===== config.mk =====
export PLATFORM = sky130hd
export DESIGN_NAME = tac_host_flat
export DESIGN_NICKNAME = d
export VERILOG_FILES = /design/src/common/tac_pkg.sv /design/src/common/tac_link_if.sv /design/src/verilog/tac_axil.sv /design/src/verilog/tac_host.sv /design/src/flat_wrapper.sv
export SDC_FILE = /design/constraint.sdc
export NUM_CORES = 1
export LEC_CHECK = 0
export ABC_AREA = 1
export BUFFER_PORTS_ARGS = -buffer_cell sky130_fd_sc_hd__buf_2
export CORE_MARGIN = 3
export CORE_UTILIZATION = 50
export DETAILED_ROUTE_END_ITERATION = 10
export PLACE_DENSITY = 0.76
export REMOVE_ABC_BUFFERS = 1
export SLEW_MARGIN = 20
export SYNTH_ARGS = -nofsm -noshare
export SYNTH_HDL_FRONTEND = slang
export SYNTH_SLANG_ARGS = --single-unit

===== constraint.sdc =====
create_clock -name clk -period 1.9 [get_ports clk]
set_clock_uncertainty 0.2 [all_clocks]
set_input_delay 0.38 -clock clk [delete_from_list [all_inputs] [get_ports clk]]
set_output_delay 0.38 -clock clk [all_outputs]
set_load 0.01 [all_outputs]

===== src/common/tac_pkg.sv =====
// tac_pkg: shared constants for the touch converter link and its master
// Contract
// - next control byte overlaps result, 16 clocks
// - master finishes each conversion within 1.6ms
// - converter stays powered while clock pauses
// - fastest scheme: continuous 15 clocks per conversion
// - result is unsigned straight binary
// - 8-bit mode ends four clocks sooner
// - 8-bit mode allows 50% faster clock
// - keep bit one full power, zero auto-down
// - single-ended: drivers on only while acquiring
// - differential: drivers on through acquire and convert
// - chip select high aborts conversion, powers down
// - chip select high leaves reference state alone
// - master clears reference bit before raising select; tac_host raises select with the last byte sent unchanged
// - powered after start until keep bit cleared
// - first high data bit is start bit
// - byte fields: channel, resolution, reference, power
// - power pair decodes to reference and converter
// - new byte every 15th or 11th clock
package tac_pkg;
	localparam int CLK_NS = 25;
	localparam int SCLK_HALF_NS = 200;
	localparam int SCLK_HALF_CYC = (SCLK_HALF_NS + CLK_NS - 1) / CLK_NS;
	localparam int CSS_NS = 100;
	localparam int CSS_CYC = (CSS_NS + CLK_NS - 1) / CLK_NS;
	localparam int CSH_NS = 10;
	localparam int CSH_CYC = (CSH_NS + CLK_NS - 1) / CLK_NS;
	localparam int CB_W = 8;
	localparam int CB_CH_LSB = 4;
	localparam int CB_MODE = 3;
	localparam int CB_SER = 2;
	localparam int CB_PD1 = 1;
	localparam int CB_PD0 = 0;
	localparam int CH_N = 8;
	localparam int RES_BITS = 12;
	localparam int RES_SHORTEN = 4;
	localparam int FRAME_STD = 16;
	localparam int FRAME_FAST = 15;
	localparam int ACQ_FROM_BIT = 3;
	localparam logic [1:0] PD_RESET = 2'h1;
	localparam logic [7:0] TOUCH_CH_MASK = 8'h3A;
	localparam int AXI_AW = 6;
	localparam int AXI_NREG = 4;
	localparam logic [5:0] A_CMD = 6'h00;
	localparam logic [5:0] A_STAT = 6'h04;
	localparam logic [5:0] A_RES = 6'h08;
	localparam logic [5:0] A_CFG = 6'h0C;
	localparam int CF_FAST = 0;
	localparam int CF_HOLD = 1;
	localparam logic [1:0] RESP_OKAY = 2'h0;
	localparam logic [1:0] RESP_SLVERR = 2'h2;
endpackage


===== src/common/tac_link_if.sv =====
// tac_link_if: serial link between the converter and its master
interface tac_link_if;
	logic serial_clock_in;
	logic cs_n;
	logic sdi;
	logic sdo;
	logic sdo_oe;
	logic busy;
	logic busy_oe;
	modport dev (input serial_clock_in, input cs_n, input sdi,
		output sdo, output sdo_oe, output busy, output busy_oe);
	modport host (output serial_clock_in, output cs_n, output sdi,
		input sdo, input sdo_oe, input busy, input busy_oe);
endinterface


===== src/verilog/tac_axil.sv =====
// tac_axil: axi4-lite slave front end for the master's registers
module tac_axil #(
	parameter int AW = tac_pkg::AXI_AW,
	parameter int NREG = tac_pkg::AXI_NREG
) (
	input wire logic clk, // system clock
	input wire logic rst_n, // asynchronous reset, active low
	input wire logic [AW-1:0] s_awaddr, // write address
	input wire logic s_awvalid, // write address valid
	output logic s_awready, // write address ready
	input wire logic [31:0] s_wdata, // write data
	input wire logic [3:0] s_wstrb, // write strobes
	input wire logic s_wvalid, // write data valid
	output logic s_wready, // write data ready
	output logic [1:0] s_bresp, // write response
	output logic s_bvalid, // write response valid
	input wire logic s_bready, // write response ready
	input wire logic [AW-1:0] s_araddr, // read address
	input wire logic s_arvalid, // read address valid
	output logic s_arready, // read address ready
	output logic [31:0] s_rdata, // read data
	output logic [1:0] s_rresp, // read response
	output logic s_rvalid, // read valid
	input wire logic s_rready, // read ready
	output logic wr_stb, // register write pulse
	output logic [AW-1:0] wr_addr, // register write address
	output logic [31:0] wr_data, // register write data
	output logic [3:0] wr_strb, // register write strobes
	output logic rd_stb, // register read pulse
	output logic [AW-1:0] rd_addr, // register read address
	input wire logic [31:0] rd_data // register read data
);
	typedef struct packed {
		logic aw_full;
		logic [AW-1:0] awaddr;
		logic w_full;
		logic [31:0] wdata;
		logic [3:0] wstrb;
		logic awready;
		logic wready;
		logic bvalid;
		logic [1:0] bresp;
		logic arready;
		logic rvalid;
		logic [31:0] rdata;
		logic [1:0] rresp;
	} tac_axil_s;

	tac_axil_s s;
	tac_axil_s n;
	logic wr_go;

	function automatic logic tac_addr_ok(input logic [AW-1:0] a);
		return (a[AW-1:2] < NREG);
	endfunction

	assign wr_go = s.aw_full && s.w_full && !s.bvalid;
	assign wr_stb = wr_go && tac_addr_ok(s.awaddr);
	assign wr_addr = s.awaddr;
	assign wr_data = s.wdata;
	assign wr_strb = s.wstrb;
	assign rd_addr = s_araddr;
	assign rd_stb = s_arvalid && s.arready && tac_addr_ok(s_araddr);

	always_comb begin
		n = s;
		if (s_awvalid && s.awready) begin
			n.aw_full = 1'b1;
			n.awaddr = s_awaddr;
		end
		if (s_wvalid && s.wready) begin
			n.w_full = 1'b1;
			n.wdata = s_wdata;
			n.wstrb = s_wstrb;
		end
		if (s.bvalid && s_bready) begin
			n.bvalid = 1'b0;
		end
		if (wr_go) begin
			n.aw_full = 1'b0;
			n.w_full = 1'b0;
			n.bvalid = 1'b1;
			n.bresp = tac_addr_ok(s.awaddr) ? tac_pkg::RESP_OKAY : tac_pkg::RESP_SLVERR;
		end
		n.awready = !n.aw_full;
		n.wready = !n.w_full;
		if (s.rvalid && s_rready) begin
			n.rvalid = 1'b0;
		end
		if (s_arvalid && s.arready) begin
			n.rvalid = 1'b1;
			n.rdata = tac_addr_ok(s_araddr) ? rd_data : 32'h0;
			n.rresp = tac_addr_ok(s_araddr) ? tac_pkg::RESP_OKAY : tac_pkg::RESP_SLVERR;
		end
		n.arready = !n.rvalid;
	end

	always_ff @(posedge clk or negedge rst_n) begin
		if (!rst_n) begin
			s <= '0;
		end else begin
			s <= n;
		end
	end

	assign s_awready = s.awready;
	assign s_wready = s.wready;
	assign s_bvalid = s.bvalid;
	assign s_bresp = s.bresp;
	assign s_arready = s.arready;
	assign s_rvalid = s.rvalid;
	assign s_rdata = s.rdata;
	assign s_rresp = s.rresp;
endmodule // tac_axil


===== src/verilog/tac_host.sv =====
// tac_host: serial master that issues control bytes and collects results
//
// Implementation choices: register access over AXI4-Lite and the placing of the registers.
module tac_host #(
	parameter int HALF_CYC = tac_pkg::SCLK_HALF_CYC
) (
	input wire logic clk, // system clock
	input wire logic rst_n, // asynchronous reset, active low
	tac_link_if.host link, // serial link to the converter
	input wire logic [tac_pkg::AXI_AW-1:0] s_awaddr, // write address
	input wire logic s_awvalid, // write address valid
	output logic s_awready, // write address ready
	input wire logic [31:0] s_wdata, // write data
	input wire logic [3:0] s_wstrb, // write strobes
	input wire logic s_wvalid, // write data valid
	output logic s_wready, // write data ready
	output logic [1:0] s_bresp, // write response
	output logic s_bvalid, // write response valid
	input wire logic s_bready, // write response ready
	input wire logic [tac_pkg::AXI_AW-1:0] s_araddr, // read address
	input wire logic s_arvalid, // read address valid
	output logic s_arready, // read address ready
	output logic [31:0] s_rdata, // read data
	output logic [1:0] s_rresp, // read response
	output logic s_rvalid, // read valid
	input wire logic s_rready // read ready
);
	typedef enum logic [1:0] {H_IDLE, H_SETUP, H_RUN, H_GAP} tac_hst_e;
	typedef struct packed {
		tac_hst_e st;
		logic [7:0] div;
		logic sclk;
		logic cs_n;
		logic sdi;
		logic tx_on;
		logic [6:0] tx_sh;
		logic [2:0] tx_n;
		logic [4:0] pos;
		logic last_eight;
		logic wait_busy;
		logic [3:0] rx_n;
		logic [11:0] rx_sh;
		logic rx_eight;
		logic [7:0] cmd;
		logic cmd_pend;
		logic fast;
		logic hold;
		logic [11:0] result;
		logic res_valid;
	} tac_host_s;

	localparam tac_host_s HOST_RST = '{st: H_IDLE, cs_n: 1'b1, pos: 5'h1F, default: '0};

	tac_host_s s;
	tac_host_s n;
	logic go;
	logic [4:0] frame;
	logic wr_stb;
	logic rd_stb;
	logic [tac_pkg::AXI_AW-1:0] wr_addr;
	logic [tac_pkg::AXI_AW-1:0] rd_addr;
	logic [31:0] wr_data;
	logic [3:0] wr_strb;
	logic [31:0] rd_data;

	tac_axil tac_axil_i (
		.clk(clk), .rst_n(rst_n),
		.s_awaddr(s_awaddr), .s_awvalid(s_awvalid), .s_awready(s_awready),
		.s_wdata(s_wdata), .s_wstrb(s_wstrb), .s_wvalid(s_wvalid), .s_wready(s_wready),
		.s_bresp(s_bresp), .s_bvalid(s_bvalid), .s_bready(s_bready),
		.s_araddr(s_araddr), .s_arvalid(s_arvalid), .s_arready(s_arready),
		.s_rdata(s_rdata), .s_rresp(s_rresp), .s_rvalid(s_rvalid), .s_rready(s_rready),
		.wr_stb(wr_stb), .wr_addr(wr_addr), .wr_data(wr_data), .wr_strb(wr_strb),
		.rd_stb(rd_stb), .rd_addr(rd_addr), .rd_data(rd_data)
	);

	assign rd_data = (rd_addr == tac_pkg::A_CMD) ? {24'h0, s.cmd} :
		(rd_addr == tac_pkg::A_STAT) ? {29'h0, s.res_valid, s.cmd_pend, s.st != H_IDLE} :
		(rd_addr == tac_pkg::A_RES) ? {20'h0, s.result} :
		(rd_addr == tac_pkg::A_CFG) ? {30'h0, s.hold, s.fast} : 32'h0;

	// start spacing: 16 or 15 clocks, four fewer in 8-bit mode
	assign frame = 5'((s.fast ? tac_pkg::FRAME_FAST : tac_pkg::FRAME_STD)
		- (s.last_eight ? tac_pkg::RES_SHORTEN : 0));

	always_comb begin
		n = s;
		go = 1'b0;
		if (wr_stb && wr_strb[0]) begin
			if (wr_addr == tac_pkg::A_CMD && !s.cmd_pend) begin
				n.cmd = wr_data[7:0];
				n.cmd_pend = 1'b1;
			end
			if (wr_addr == tac_pkg::A_CFG) begin
				n.fast = wr_data[tac_pkg::CF_FAST];
				n.hold = wr_data[tac_pkg::CF_HOLD];
			end
		end
		if (rd_stb && rd_addr == tac_pkg::A_RES) begin
			n.res_valid = 1'b0;
		end
		unique case (s.st)
			H_IDLE: begin
				if (s.cmd_pend && s.cs_n) begin
					n.st = H_SETUP;
					n.cs_n = 1'b0;
					n.div = 8'(tac_pkg::CSS_CYC - 1);
				end else if (s.cmd_pend) begin
					go = 1'b1;
				end
			end
			H_SETUP: begin
				if (s.div == 8'h0) begin
					go = 1'b1;
				end else begin
					n.div = s.div - 8'h1;
				end
			end
			H_RUN: begin
				if (s.div != 8'h0) begin
					n.div = s.div - 8'h1;
				end else if (!s.sclk) begin
					n.div = 8'(HALF_CYC - 1);
					n.sclk = 1'b1;
					if (s.pos != 5'h1F) begin
						n.pos = s.pos + 5'h1;
					end
					if (s.rx_n != 4'h0) begin
						n.rx_sh = {s.rx_sh[10:0], link.sdo};
						n.rx_n = s.rx_n - 4'h1;
						if (s.rx_n == 4'h1) begin
							n.result = s.rx_eight ? {4'h0, n.rx_sh[7:0]} : n.rx_sh;
							n.res_valid = 1'b1;
						end
					end
					if (s.wait_busy && link.busy) begin
						n.wait_busy = 1'b0;
						n.rx_eight = s.last_eight;
						n.rx_n = s.last_eight ? 4'h8 : 4'hC;
					end
				end else begin
					n.div = 8'(HALF_CYC - 1);
					n.sclk = 1'b0;
					n.sdi = 1'b0;
					if (s.tx_on && s.tx_n != 3'h0) begin
						n.sdi = s.tx_sh[6];
						n.tx_sh = {s.tx_sh[5:0], 1'b0};
						n.tx_n = s.tx_n - 3'h1;
					end else if (s.tx_on) begin
						n.tx_on = 1'b0;
						n.wait_busy = 1'b1;
					end else if (s.cmd_pend && s.pos >= frame) begin
						go = 1'b1;
					end else if (!s.cmd_pend && !s.wait_busy && s.rx_n == 4'h0) begin
						// clock keeps running until the result is in
						n.st = H_GAP;
						n.cs_n = !s.hold;
						n.div = 8'(tac_pkg::CSH_CYC - 1);
					end
				end
			end
			H_GAP: begin
				if (s.div == 8'h0) begin
					n.st = H_IDLE;
				end else begin
					n.div = s.div - 8'h1;
				end
			end
		endcase
		if (go) begin
			n.st = H_RUN;
			n.div = 8'(HALF_CYC - 1);
			n.sdi = s.cmd[7];
			n.tx_sh = s.cmd[6:0];
			n.tx_n = 3'h7;
			n.tx_on = 1'b1;
			n.pos = 5'h0;
			n.last_eight = s.cmd[tac_pkg::CB_MODE];
			n.cmd_pend = 1'b0;
		end
	end

	always_ff @(posedge clk or negedge rst_n) begin
		if (!rst_n) begin
			s <= HOST_RST;
		end else begin
			s <= n;
		end
	end

	assign link.serial_clock_in = s.sclk;
	assign link.cs_n = s.cs_n;
	assign link.sdi = s.sdi;
endmodule // tac_host


===== src/flat_wrapper.sv =====
// flat-port wrapper written by rule: the top's interface ports become plain ports
module tac_host_flat 
#(
	parameter int HALF_CYC = tac_pkg::SCLK_HALF_CYC
)
  (clk, rst_n, s_awaddr, s_awvalid, s_awready, s_wdata, s_wstrb, s_wvalid, s_wready, s_bresp, s_bvalid, s_bready, s_araddr, s_arvalid, s_arready, s_rdata, s_rresp, s_rvalid, s_rready, link_serial_clock_in, link_cs_n, link_sdi, link_sdo, link_sdo_oe, link_busy, link_busy_oe);
  tac_link_if link_i ();
  input wire logic clk;
  input wire logic rst_n;
  input wire logic [tac_pkg::AXI_AW-1:0] s_awaddr;
  input wire logic s_awvalid;
  output logic s_awready;
  input wire logic [31:0] s_wdata;
  input wire logic [3:0] s_wstrb;
  input wire logic s_wvalid;
  output logic s_wready;
  output logic [1:0] s_bresp;
  output logic s_bvalid;
  input wire logic s_bready;
  input wire logic [tac_pkg::AXI_AW-1:0] s_araddr;
  input wire logic s_arvalid;
  output logic s_arready;
  output logic [31:0] s_rdata;
  output logic [1:0] s_rresp;
  output logic s_rvalid;
  input wire logic s_rready;
  output wire logic [$bits(link_i.serial_clock_in)-1:0] link_serial_clock_in;
  output wire logic [$bits(link_i.cs_n)-1:0] link_cs_n;
  output wire logic [$bits(link_i.sdi)-1:0] link_sdi;
  input wire logic [$bits(link_i.sdo)-1:0] link_sdo;
  input wire logic [$bits(link_i.sdo_oe)-1:0] link_sdo_oe;
  input wire logic [$bits(link_i.busy)-1:0] link_busy;
  input wire logic [$bits(link_i.busy_oe)-1:0] link_busy_oe;
  assign link_serial_clock_in = link_i.serial_clock_in;
  assign link_cs_n = link_i.cs_n;
  assign link_sdi = link_i.sdi;
  assign link_i.sdo = link_sdo;
  assign link_i.sdo_oe = link_sdo_oe;
  assign link_i.busy = link_busy;
  assign link_i.busy_oe = link_busy_oe;
  tac_host #(.HALF_CYC(HALF_CYC)) u_core (.clk(clk), .rst_n(rst_n), .link(link_i), .s_awaddr(s_awaddr), .s_awvalid(s_awvalid), .s_awready(s_awready), .s_wdata(s_wdata), .s_wstrb(s_wstrb), .s_wvalid(s_wvalid), .s_wready(s_wready), .s_bresp(s_bresp), .s_bvalid(s_bvalid), .s_bready(s_bready), .s_araddr(s_araddr), .s_arvalid(s_arvalid), .s_arready(s_arready), .s_rdata(s_rdata), .s_rresp(s_rresp), .s_rvalid(s_rvalid), .s_rready(s_rready));
endmodule

==> metrics.txt <==
status finished, violations left; failing checks negative setup slack; Pre-antenna DRT Iters 5; H-tree depth 3; Wirelength per Cell 14.3 um; critical path arrival 2.19 ns; hpwl dp 8.05 mm; syn_area_per_cell 8.45 um^2; Setup CP Type flop to flop; vias per inst 5.18; first-pass GRT wire length 18.9 mm; uppermost layer routed met4; Lkg Pwr 3.45 nW; Synth Area in XOR/XNOR 0.00832; share of cells above drive strength 1 0.281; CORE AREA 0.0100 mm^2; Seq/Total Area, Yosys 0.510; critical path peak fanout 7; hold wc startpoint s_wdata[3]; reg-to-reg slack, setup -0.21 ns; total gr overflow 0; Initial Util 0.526; Clock Path Buffers 2; IO buf count 51; RR Endpoint u_core.s[71]; Critical Path Most Common Cell nand2_1; Post-Synthesis Cells 623; DRC violations left 0; hold endpoint u_core.tac_axil_i.wr_data[3]; async set-reset flop share out of synthesis 1.00; VDD IR max 703 uV; Max Cap Viol 0; worst path buffer plus inverter count 3; vias in the first global route 4112; post-synthesis adder-cell area fraction 0.0309; clk slew on worst S/H paths 0.10 ns; Final Hold Fails 0; Hold WC Path Type input port to flop; Final setup viols 48; Post-Synth Simple-Gate Area 0.222; PwrDens 1110 mW/mm^2; final antenna-violating net count 0; number of synthesized flops with an enable pin 0; largest net degree at the start of global routing 41; FMAX 474 MHz; Die H 109 um; Util after Layout 0.655; Nets 798; Post-Syn Area 0.00526 mm^2; Area Growth Syn to Fin 24.5%; total global-route track usage 0.202; antenna violations before repair 0; total negative slack -5.13 ns; setup ws final -0.211 ns; Clock Latency Late Sink 0.38 ns; 1st-iter DRT viols 255; Final Max Tran Viols 0; Main synth FF type dfrtp_1; placement row count 36; R2R Path Start u_core.s[14]; die area 0.0118 mm^2; Clock Tree Root clkbuf_8; TritonCTS Buffers 9; final period utilization 1.11; DR WL met3 645 um; num ports 103; Yosys reg bits 107; Worst Setup End Kind flop; DR vias 4473; GP Congestion 0.863; clk sinks 107; multiplexer area fraction after synthesis 0.00214; CP required 1.98 ns; Finished Layout Cells 863; largest family of logic cells by synthesized area simple AND/OR/NAND/NOR gates; CP max-delay cell dfrtp_1; crit-path cells inv_2 > ha_4 > inv_2 > ha_4 > nand2_2 > nand2_1 > nand2_1 > nand2_1 > nor2_1 > nor2_1 > nand2_2 > buf_6 > nand3_2 > nand2_1 > nand2_1 > nand2_1; placed cells 820; CTS tree done; Max stage delay on crit path 0.37 ns; RSZ-0062 raised after global routing yes; fraction of the mapped netlist area in compound gates 0.105; CP Launch Type flop; diode count 0; Die W 109 um; min cycle time layout 2.11 ns; Hold Path Depth 3; YS warnings 0; CP top delay family simple AND/OR/NAND/NOR gates; met2 wire len 6.26 mm; Routed Wire Length 12.4 mm; Metal-1 WL 5.16 mm; Netlist cell types 40; worst r2r path cells 16
-- routing by layer --
metal	up-vias	global-route usage
met4	0	0.0622
met3	28	0.0466
met1	2164	0.268
met5	-	0
li1	2132	-
met2	149	0.330
-- worst register-to-register path, delay by kind of cell, from the launching register on --
| kind | cells | cell delay, ns |
|---|---|---|
| and+or+nand+nor | 11 | 0.67 |
| adders and majority gates | 2 | 0.52 |
| DFF | 1 | 0.37 |
| buffers and inverters | 3 | 0.25 |
-- worst max-delay path by stage --
stage / from / to / slack (ns) / cells past startpoint
3_5_place_dp: u_core.s[14] / u_core.s[65] / -0.29 / 15
5_1_grt: u_core.s[42] / u_core.s[71] / -0.37 / 16
2_1_floorplan: u_core.s[14] / u_core.s[45] / -0.36 / 15
4_1_cts: u_core.s[14] / u_core.s[71] / -0.17 / 16
6_report: u_core.s[14] / u_core.s[71] / -0.21 / 16
3_3_place_gp: u_core.s[14] / u_core.s[45] / -0.20 / 15
-- through the flow --
step	instance area, um^2	setup WS (ns)	hold slack [ns]	total power, mW
4_1_cts	6160	-0.175	0.000414	7.02
2_1_floorplan	5020	-0.360	-0.116	4.54
6_report	6550	-0.211	0.00333	7.27
5_1_grt	6550	-0.372	0.0249	7.80
3_3_place_gp	5740	-0.201	0.00661	5.29
3_5_place_dp	5740	-0.294	0.00865	5.45
-- cell usage after synthesis (all sizes together) (2+ instances only) --
cell type / count / area share
nand3: 34 / 0.032
inv: 83 / 0.060
o22ai: 4 / 0.0048
nor3: 2 / 0.0019
nor2: 37 / 0.035
dfrtp: 101 / 0.48
xor2: 5 / 0.0083
nand2: 185 / 0.14
clkbuf: 5 / 0.0036
a21oi: 9 / 0.0093
nand4: 10 / 0.012
a22oi: 4 / 0.0057
buf: 39 / 0.057
o21ai: 70 / 0.071
dfstp: 6 / 0.030
ha: 13 / 0.031
o211ai: 3 / 0.0043
-- sequential cells by signal (all words and copies together) (netlist names), 2 cells and up --
name / cells
u_core.s: 68
u_core.tac_axil_i.s: 2
u_core.tac_axil_i.s_rdata: 12
u_core.tac_axil_i.wr_addr: 6
u_core.tac_axil_i.wr_data: 8
-- layout by cell type (no fill, tap or decap), drive strengths merged, types with 9 or more instances in the layout --
master       instances
dlygate4sd3         11
clkbuf              11
buf                102
nor2                37
conb                22
ha                  13
nand4               10
a21oi                9
o21ai               70
inv                 86
nand3               34
dfrtp              101
nand2              185
-- cells by family (layout without fill, tap and decap cells) --
family          count (synthesis)  after routing
buf+inv                       128            214
simple gates                  271            271
flops                         107            107
compound gates                 97             97
other cells                     1             22
fa+ha+maj                      13             13
mux                             1              1
xor+xnor                        5              5
-- final cells by class --
| class | instances | area, um^2 |
|---|---|---|
| clock buffers | 10 | 138 |
| clock inverters | 5 | 46.3 |
| fillers | 790 | 3450 |
| inverters | 84 | 332 |
| multi-input cells | 409 | 2300 |
| flip-flops and latches | 107 | 2690 |
| well taps | 133 | 166 |
| repair buffers | 114 | 876 |
| repair inverters | 1 | 6.26 |
-- power by group --
part           switching, mW  total (mW)  internal [mW]
Combinational           1.59        2.71           1.11
Sequential             0.393        3.22           2.83
Clock                  0.817        1.35          0.529
-- what timing repair did --
item	CTS	global route
pin swaps	11	15
buffers inserted	1	13
gates cloned	1	2
endpoints found under the hold margin	111	0
resized for setup	29	80
setup endpoints to repair	51	52
hold buffers	11	0
(Power assumes the default switching activity.)
